$ cat config.mk
export PLATFORM = sky130hd
export DESIGN_NAME = sar_adc_conversion_sequencer
export DESIGN_NICKNAME = d
export VERILOG_FILES = /design/src/logic/sar_adc_conversion_sequencer.v
export VERILOG_INCLUDE_DIRS = /design/src /design/src/logic
export SDC_FILE = /design/constraint.sdc
export NUM_CORES = 1
export LEC_CHECK = 0
export BUFFER_PORTS_ARGS = -buffer_cell sky130_fd_sc_hd__buf_2
export CORE_UTILIZATION = 53
export CTS_BUF_LIST = sky130_fd_sc_hd__clkbuf_16
export DETAILED_ROUTE_END_ITERATION = 7
export GPL_TIMING_DRIVEN = 0
export HOLD_SLACK_MARGIN = 0.06
export PLACE_DENSITY = 0.76
export SYNTH_ARGS = -nofsm -noshare
export SYNTH_HDL_FRONTEND = slang
export SYNTH_SLANG_ARGS = --single-unit
$ cat constraint.sdc
create_clock -name clk_sys_i -period 2.92 [get_ports clk_sys_i]
set_clock_uncertainty 0.05 [all_clocks]
set_input_delay 0.438 -clock clk_sys_i [delete_from_list [all_inputs] [get_ports clk_sys_i]]
set_output_delay 0.438 -clock clk_sys_i [all_outputs]
set_load 0.01 [all_outputs]
$ cat src/logic/sar_adc_defines.vh
`ifndef SAR_ADC_DEFINES_VH
`define SAR_ADC_DEFINES_VH

// system clock and conversion oscillator timing
`define SYS_PERIOD_NS 40
`define OSC_PERIOD_NS 250
// conversion tick every OSC_PERIOD_NS, rounded down to whole cycles
`define OSC_DIV (`OSC_PERIOD_NS / `SYS_PERIOD_NS)
`define OSC_LAST (`OSC_DIV - 1)
`define OSC_CNT_W 3
`define OSC_CNT_RESET 3'h0

// slave address: fixed upper bits, lower bits from the select pins
`define ADDR_FIXED 3'h3
// high-speed master code 0000_1xxx, upper five bits
`define HS_CODE 5'h01

// bit counter marks within a byte
`define BIT_CNT_RESET 4'h0
`define BIT_ADDR_LAST 4'h7
`define BIT_RW 4'h8
`define BIT_ACQ_START 4'h6
`define BIT_BYTE_LAST 4'h7

// successive-approximation register: 14 result bits plus 2 sub-bits
`define SAR_W 16
`define SAR_MSB 16'h8000
`define SAR_LSB 16'h0001
`define SAR_RESET 16'h0000

// input synchroniser vector, idle bus lines high
`define SYNC_W 8
`define SYNC_RESET 8'h03
`define SYNC_SCL 0
`define SYNC_SDA 1
`define SYNC_ADDRESS_SELECT_PIN_0 2
`define SYNC_ADDRESS_SELECT_PIN_3 5
`define SYNC_REFERENCE_ADJUST_PIN 6
`define SYNC_CMP 7

`endif

$ cat src/logic/sar_adc_conversion_sequencer.v
// Overview of operation
// RQ1 - 14-bit SAR result with track-and-hold, serial out
// RQ2 - conversion steps run from internal 4MHz tick
// RQ3 - acquisition in two clocks before conversion
// RQ4 - switches hold by default, track only acquiring
// RQ5 - clock line held low throughout conversion
// RQ6 - result latched in holding register during conversion
// RQ7 - master reads stored result up to 1.7MHz
// RQ8 - master slows clock for high source impedance
// RQ9 - shutdown state after power-up
// RQ10 - reference pin high disables internal reference
// RQ11 - four static pins select bus address
// RQ12 - address is 011 plus four select bits
// RQ13 - ack address, then acquire and convert
// RQ14 - D13..D6 first, then D5..D0 and sub-bits
// RQ15 - master ack continues, not-ack ends transfer
// RQ16 - fixed step count, release after register load
`timescale 1ns/100ps
`include "sar_adc_defines.vh"

module sar_adc_conversion_sequencer
(
	input wire clk_sys_i,
	input wire reset_i,
	input wire scl_i,
	output wire scl_o,
	output reg scl_oe_o,
	input wire sda_i,
	output wire sda_o,
	output reg sda_oe_o,
	input wire address_select_pin_0_i,
	input wire address_select_pin_1_i,
	input wire address_select_pin_2_i,
	input wire address_select_pin_3_i,
	input wire reference_adjust_pin_i,
	input wire comparator_i,
	output reg track_o,
	output reg shutdown_o,
	output reg int_ref_on_o,
	output reg [`SAR_W-1:0] dac_trial_o,
	output reg [`SAR_W-1:0] result_o
);

	// one-hot states
	localparam [6:0] ST_IDLE = 7'h01;
	localparam [6:0] ST_ADDR = 7'h02;
	localparam [6:0] ST_ACK = 7'h04;
	localparam [6:0] ST_CONV = 7'h08;
	localparam [6:0] ST_SEND = 7'h10;
	localparam [6:0] ST_MACK = 7'h20;
	localparam [6:0] ST_WAIT = 7'h40;
	localparam integer OSC_LAST_N = `OSC_LAST;
	localparam [`OSC_CNT_W-1:0] OSC_LAST = OSC_LAST_N[`OSC_CNT_W-1:0];

	reg [`SYNC_W-1:0] meta_reg;
	reg [`SYNC_W-1:0] sync_reg;
	reg scl_prev_reg;
	reg sda_prev_reg;
	reg [6:0] state_reg;
	reg [6:0] state_next;
	reg [3:0] bit_reg;
	reg [3:0] bit_next;
	reg [7:0] shift_reg;
	reg [7:0] shift_next;
	reg second_reg;
	reg second_next;
	reg rw_zero_reg;
	reg rw_zero_next;
	reg ack_reg;
	reg ack_next;
	reg [`OSC_CNT_W-1:0] osc_reg;
	reg [`OSC_CNT_W-1:0] osc_next;
	reg [`SAR_W-1:0] mask_reg;
	reg [`SAR_W-1:0] mask_next;
	reg [`SAR_W-1:0] sar_next;
	reg [`SAR_W-1:0] result_next;
	reg [`SAR_W-1:0] sar_keep;
	reg scl_oe_next;
	reg sda_oe_next;
	reg track_next;
	reg shutdown_next;
	reg int_ref_next;

	wire scl_s;
	wire sda_s;
	wire reference_adjust_pin_s;
	wire cmp_s;
	wire [3:0] addr_pins_s;
	wire scl_rise;
	wire scl_fall;
	wire bus_start;
	wire bus_stop;
	wire osc_tick;
	wire addr_match;
	wire hs_code;

	// open-drain lines only ever pull low
	assign scl_o = 1'b0;
	assign sda_o = 1'b0;

	// two-stage synchroniser for every pin input
	always @(posedge clk_sys_i or posedge reset_i)
	begin
		if (reset_i)
		begin
			meta_reg <= `SYNC_RESET;
			sync_reg <= `SYNC_RESET;
		end
		else
		begin
			meta_reg <= {comparator_i, reference_adjust_pin_i,
				address_select_pin_3_i, address_select_pin_2_i,
				address_select_pin_1_i, address_select_pin_0_i,
				sda_i, scl_i};
			sync_reg <= meta_reg;
		end
	end

	assign scl_s = sync_reg[`SYNC_SCL];
	assign sda_s = sync_reg[`SYNC_SDA];
	assign reference_adjust_pin_s = sync_reg[`SYNC_REFERENCE_ADJUST_PIN];
	assign cmp_s = sync_reg[`SYNC_CMP];
	assign addr_pins_s = sync_reg[`SYNC_ADDRESS_SELECT_PIN_3:`SYNC_ADDRESS_SELECT_PIN_0]; // RQ11

	// previous line levels for edge and condition detection
	always @(posedge clk_sys_i or posedge reset_i)
	begin
		if (reset_i)
		begin
			scl_prev_reg <= 1'b1;
			sda_prev_reg <= 1'b1;
		end
		else
		begin
			scl_prev_reg <= scl_s;
			sda_prev_reg <= sda_s;
		end
	end

	assign scl_rise = scl_s & ~scl_prev_reg;
	assign scl_fall = ~scl_s & scl_prev_reg;
	// start and stop: data changes while clock stays high
	assign bus_start = scl_s & scl_prev_reg & sda_prev_reg & ~sda_s;
	assign bus_stop = scl_s & scl_prev_reg & ~sda_prev_reg & sda_s;

	// address compare against shifted-in first seven bits
	assign addr_match = (shift_reg[6:0] == {`ADDR_FIXED, addr_pins_s}); // RQ12
	assign hs_code = (shift_reg[6:2] == `HS_CODE);

	// conversion tick, independent of the bus clock
	assign osc_tick = (osc_reg == OSC_LAST); // RQ2

	// sequencer next-state logic
	always @*
	begin
		state_next = state_reg;
		bit_next = bit_reg;
		shift_next = shift_reg;
		second_next = second_reg;
		rw_zero_next = rw_zero_reg;
		ack_next = ack_reg;
		osc_next = osc_reg;
		mask_next = mask_reg;
		sar_next = dac_trial_o;
		result_next = result_o;
		sar_keep = dac_trial_o;
		scl_oe_next = scl_oe_o;
		sda_oe_next = sda_oe_o;
		track_next = track_o;
		shutdown_next = shutdown_o;
		int_ref_next = int_ref_on_o & ~reference_adjust_pin_s; // RQ10
		case (state_reg)
			ST_CONV:
			begin
				// bus conditions ignored while the clock is stretched
				if (osc_tick)
				begin
					osc_next = `OSC_CNT_RESET;
					// keep trial bit when input is at or above trial level
					if (!cmp_s)
						sar_keep = dac_trial_o & ~mask_reg;
					mask_next = mask_reg >> 1;
					sar_next = sar_keep | (mask_reg >> 1); // RQ1
					if (mask_reg == `SAR_LSB) // RQ16
					begin
						// load holding register and free the clock line on the same tick
						result_next = sar_keep; // RQ6
						shift_next = sar_keep[15:8]; // RQ14
						sda_oe_next = ~sar_keep[15];
						scl_oe_next = 1'b0; // RQ16
						bit_next = `BIT_CNT_RESET;
						second_next = 1'b0;
						shutdown_next = 1'b1;
						state_next = ST_SEND;
					end
				end
				else
					osc_next = osc_reg + 1'b1;
			end
			default:
			begin
				if (bus_stop)
				begin
					sda_oe_next = 1'b0;
					track_next = 1'b0;
					state_next = ST_IDLE;
				end
				else if (bus_start)
				begin
					sda_oe_next = 1'b0;
					track_next = 1'b0;
					bit_next = `BIT_CNT_RESET;
					state_next = ST_ADDR;
				end
				else
				begin
					case (state_reg)
						ST_ADDR:
						begin
							if (scl_rise)
							begin
								shift_next = {shift_reg[6:0], sda_s};
								bit_next = bit_reg + 1'b1;
							end
							else if (scl_fall && bit_reg == `BIT_ADDR_LAST)
							begin
								if (addr_match && !hs_code)
								begin
									// wake and track over bits eight and nine
									track_next = 1'b1; // RQ3
									shutdown_next = 1'b0;
								end
								else
									state_next = ST_WAIT;
							end
							else if (scl_fall && bit_reg == `BIT_RW)
							begin
								rw_zero_next = ~shift_reg[0];
								sda_oe_next = 1'b1; // RQ13
								state_next = ST_ACK;
							end
						end
						ST_ACK:
						begin
							if (scl_fall)
							begin
								// hold the sample and stretch the clock
								sda_oe_next = 1'b0;
								track_next = 1'b0; // RQ4
								scl_oe_next = 1'b1; // RQ5
								int_ref_next = ~reference_adjust_pin_s; // RQ10
								osc_next = `OSC_CNT_RESET;
								mask_next = `SAR_MSB;
								sar_next = `SAR_MSB;
								state_next = ST_CONV; // RQ13
							end
						end
						ST_SEND:
						begin
							if (scl_fall)
							begin
								bit_next = bit_reg + 1'b1;
								shift_next = {shift_reg[6:0], 1'b0};
								sda_oe_next = ~shift_reg[6]; // RQ7
								if (second_reg && bit_reg == `BIT_ACQ_START)
								begin
									// next sample acquires over last bit and ack
									track_next = 1'b1; // RQ3
									shutdown_next = 1'b0;
								end
								if (bit_reg == `BIT_BYTE_LAST)
								begin
									sda_oe_next = 1'b0;
									state_next = ST_MACK;
								end
							end
						end
						ST_MACK:
						begin
							if (scl_rise)
								ack_next = ~sda_s;
							else if (scl_fall)
							begin
								if (!ack_reg)
								begin
									// not-ack: hold and shut down; internal reference off only when R/W was zero
									track_next = 1'b0;
									shutdown_next = 1'b1;
									if (rw_zero_reg)
										int_ref_next = 1'b0;
									state_next = ST_WAIT; // RQ15
								end
								else if (!second_reg)
								begin
									shift_next = result_o[7:0]; // RQ14
									sda_oe_next = ~result_o[7];
									bit_next = `BIT_CNT_RESET;
									second_next = 1'b1;
									state_next = ST_SEND;
								end
								else
								begin
									// acked pair: convert again
									track_next = 1'b0; // RQ4
									scl_oe_next = 1'b1; // RQ5
									osc_next = `OSC_CNT_RESET;
									mask_next = `SAR_MSB;
									sar_next = `SAR_MSB;
									state_next = ST_CONV; // RQ15
								end
							end
						end
						default:
						begin
							// idle or waiting for the next start
							state_next = state_reg;
						end
					endcase
				end
			end
		endcase
	end

	// sequencer registers; power-up lands in shutdown
	always @(posedge clk_sys_i or posedge reset_i)
	begin
		if (reset_i)
		begin
			state_reg <= ST_IDLE;
			bit_reg <= `BIT_CNT_RESET;
			shift_reg <= 8'h00;
			second_reg <= 1'b0;
			rw_zero_reg <= 1'b0;
			ack_reg <= 1'b0;
			osc_reg <= `OSC_CNT_RESET;
			mask_reg <= `SAR_RESET;
			dac_trial_o <= `SAR_RESET;
			result_o <= `SAR_RESET;
			scl_oe_o <= 1'b0;
			sda_oe_o <= 1'b0;
			track_o <= 1'b0; // RQ4
			shutdown_o <= 1'b1; // RQ9
			int_ref_on_o <= 1'b0; // RQ9
		end
		else
		begin
			state_reg <= state_next;
			bit_reg <= bit_next;
			shift_reg <= shift_next;
			second_reg <= second_next;
			rw_zero_reg <= rw_zero_next;
			ack_reg <= ack_next;
			osc_reg <= osc_next;
			mask_reg <= mask_next;
			dac_trial_o <= sar_next;
			result_o <= result_next;
			scl_oe_o <= scl_oe_next;
			sda_oe_o <= sda_oe_next;
			track_o <= track_next;
			shutdown_o <= shutdown_next;
			int_ref_on_o <= int_ref_next;
		end
	end

endmodule

==> flow_summary_export.csv <==
group,metric,value,unit
sta,fmax,365,MHz
finish,antenna_fix_cells,0,
pwr,power_density,892,nW/µm²
sta,fin_crit_sh,0.939,
clocking,clock_tree.buffer_depth,2,
synth,async_sr_flop_fraction,1.00,
drt,drt_first_iter_violations,280,
finish,final_core_utilization,0.636,
clocking,clkLatencyLatePin,340,ps
worst_setup_path,worst_ep_required_time,3100,ps
floorplanning,die_w,94.2,µm
pwr,power.leakage,2.44,nW
sta,unrepaired_setup_endpoints_after_global_routing,"false",
grt,met2_usage,0.463,
worst_setup_path,crit_path_cell_trace,"buf_2, nor4b_1, nand2_2, o21ai_0, o31a_1, o211a_1, mux2_2",
floorplanning,die_h,94.2,µm
grt,largest_net_degree_at_the_start_of_global_routing,37,
drt,drtAntennaViolNets,0,
synth,synth_enable_flop_cells,0,
drt,drc,0,
sta,worst_pin_slew,729,ps
worst_setup_path,worst_r2r_path_depth,7,
status,status,"completed",
drt,firstDrtPassIters,5,
run,cap_viol_max_count,0,
synth,yosys_register_bits,95,
sta,hold_slack,108,ps
floorplanning,floorplan.initialDensity,0.548,
place,placement.io_buffers,46,
worst_setup_path,worst-setup-path-type,"register to register",
grt,grt_pass1_wl,19.1,mm
worst_setup_path,worst_path_max_delay_cell,"nor4b_1",
worst_setup_path,cp_max_fo,10,
pwr,worst_ir_drop_vdd,0.392,mV
finish,area_of_combinational_cells_with_multiple_inputs,1890,µm²
grt,gr-total-overflow,0,
synth,syn_area_per_cell,9.96,µm²
place,detailed_placement_wirelength_estimate,8.51,mm
grt,busiest_layer_in_global_routing,"met2",
synth,proportion_of_synthesized_chip_area_in_sequential_cells,0.530,
sta,final_hold_vios,0,
floorplanning,fp-row-count,33,
sta,finalSetupTns,0,ps
finish,nNetsFinal,525,
sta,fin_ws,178,ps
worst_setup_path,startpoint_type,"register",
finish,filler_cell_count,664,
synth,netlist_top_cells_count,"dfrtp_1, nand2_1, o21ai_0",
clocking,post_cts_buffers,0,
clocking,numClockSinks,95,
synth,synth.cell_area,4500,µm²
floorplanning,core_area,8220,µm²
worst_setup_path,r2r_setup_slack,180,ps
clocking,cts.clk_slew.worst_paths,70,ps
grt,vias_in_the_first_global_route,3582,
place,globalplace.congestion,0.895,
synth,syn_inst,452,
drt,routed_wirelength,11.9,mm
worst_setup_path,arrival,2920,ps
clocking,cts-hold-fix-buffers,0,
worst_setup_path,critical_path.endpoint_type,"register",
synth,yosysUniqueCellTypes,61,
synth,synth_area_leaders,"dfrtp_1, o21ai_0, nand2_1",
min_path,min-delay-path-class,"primary input to async pin",
clocking,cts_tree,"yes",
grt,gr-usage-met1,0.410,
finish,flow.area_growth_from_synthesis,16.2,%
synth,yosys_warnings,0,
place,post-place-ws,17.0,ps
worst_setup_path,cp.buffers_inverters,1,
sta,period_needed,2740,ps
drt,num_vias,3778,
synth,netlist.top_cell.by_area,"dfrtp_1",
floorplanning,design.die.area,8860,µm²
grt,antenna_found_initial,0,
sta,final_max_slew_viol_count,0,
worst_setup_path,worst-path-stages,7,
worst_setup_path,critical-path-top-delay-family,"compound AO/OA/AOI/OAI gates",
floorplanning,io-pin-count,49,
finish,share_of_post_route_cells_with_drive_strength_above_1,0.224,
clocking,cts.root.buffer_cell,"clkbuf_16",
synth,post-synth-top-area-fraction,0.484,
sta,report.final.setup_viol,0,
synth,synth_most_common_cell,"dfrtp_1",
drt,route.detailed.vias_per_inst,6.07,
worst_setup_path,cpPeakStageDelay,460,ps
grt,global_route.usage.total,0.291,
drt,route.detailed.wl_per_inst,19.1,µm
clocking,cts_htree_levels,3,
grt,met3_use_gr,0.0380,
sta,max_slew_margin,0.514,
clocking,numCtsBuffers,9,
synth,synth-main-ff-cell,"dfrtp_1",
finish,layout.area.seq,2390,µm²
-- cells in the final DEF, fill, tap and decap left out, types with 9 or more instances in the layout --
| cell type | count |
|---|---|
| nor2_1 | 21 |
| o21ai_1 | 9 |
| o21ai_0 | 58 |
| buf_2 | 51 |
| inv_1 | 22 |
| a21o_1 | 12 |
| nand2_1 | 64 |
| dfrtp_1 | 87 |
| a21oi_1 | 24 |
| mux2_2 | 13 |
| nor3_1 | 9 |
| clkbuf_16 | 9 |
-- per-layer routing --
layer	share of wire	vias up
met4	0.020	0
met2	0.48	163
met3	0.065	22
met5	0	-
met1	0.43	1859
li1	-	1734
-- stage by stage --
stage	area, µm²	instances	power (mW)
finish	5230	622	4.67
detailed placement	4910	606	3.40
CTS	5230	622	4.63
floorplan	4510	453	2.92
global placement	4870	604	3.35
global route	5230	622	4.93
-- worst reg2reg max path, cell delays in order, from the launching register on --
cell     delay [ps]
dfrtp_1         410
buf_2           210
nor4b_1         460
nand2_2         300
o21ai_0         330
o31a_1          270
o211a_1         250
mux2_2          360
-- what timing repair did --
action / in CTS / in global routing
pin swaps: 0 / 0
endpoints found under the setup margin: 1 / 3
resized for setup: 1 / 1
-- final timing paths --
kind | from | to
max | state_reg[2]$_DFFE_PP0P_ | state_reg[5]$_DFFE_PP0P_
min | reset_i | result_o[15]$_DFFE_PP0P_
max reg2reg | state_reg[2]$_DFFE_PP0P_ | state_reg[5]$_DFFE_PP0P_
min reg2reg | meta_reg[6]$_DFF_PP0_ | sync_reg[6]$_DFF_PP0_
max in group asynchronous | reset_i | sda_prev_reg$_DFF_PP1_
min in group clk_sys_i | sda_i | meta_reg[1]$_DFF_PP1_
-- area by class of cell --
| type | instances | share of cell area |
|---|---|---|
| tap | 105 | 0.0251 |
| clock buffer | 9 | 0.0431 |
| inverter | 23 | 0.0172 |
| timing repair buffer | 48 | 0.0517 |
| multi-input combinational | 312 | 0.361 |
| clock inverter | 7 | 0.0165 |
| buffer | 23 | 0.0292 |
| sequential | 95 | 0.457 |
-- power by group --
part           leakage [nW]  switching, mW  internal [mW]  total, mW
sequential             1.24          0.135           1.50       1.63
combinational          1.04           1.14          0.668       1.80
clock                 0.150          0.547          0.684       1.23
total                  2.44           1.82           2.85       4.67
-- kinds of logic after synthesis --
family	count (synthesis)	share of synthesized area
mux	14	0.0359
other cells	1	0.000833
xor+xnor	8	0.0156
flops	95	0.530
simple gates	140	0.155
fa+ha+maj	3	0.00834
compound gates	145	0.200
buf+inv	46	0.0531
Power figures use the tool's default switching activity.
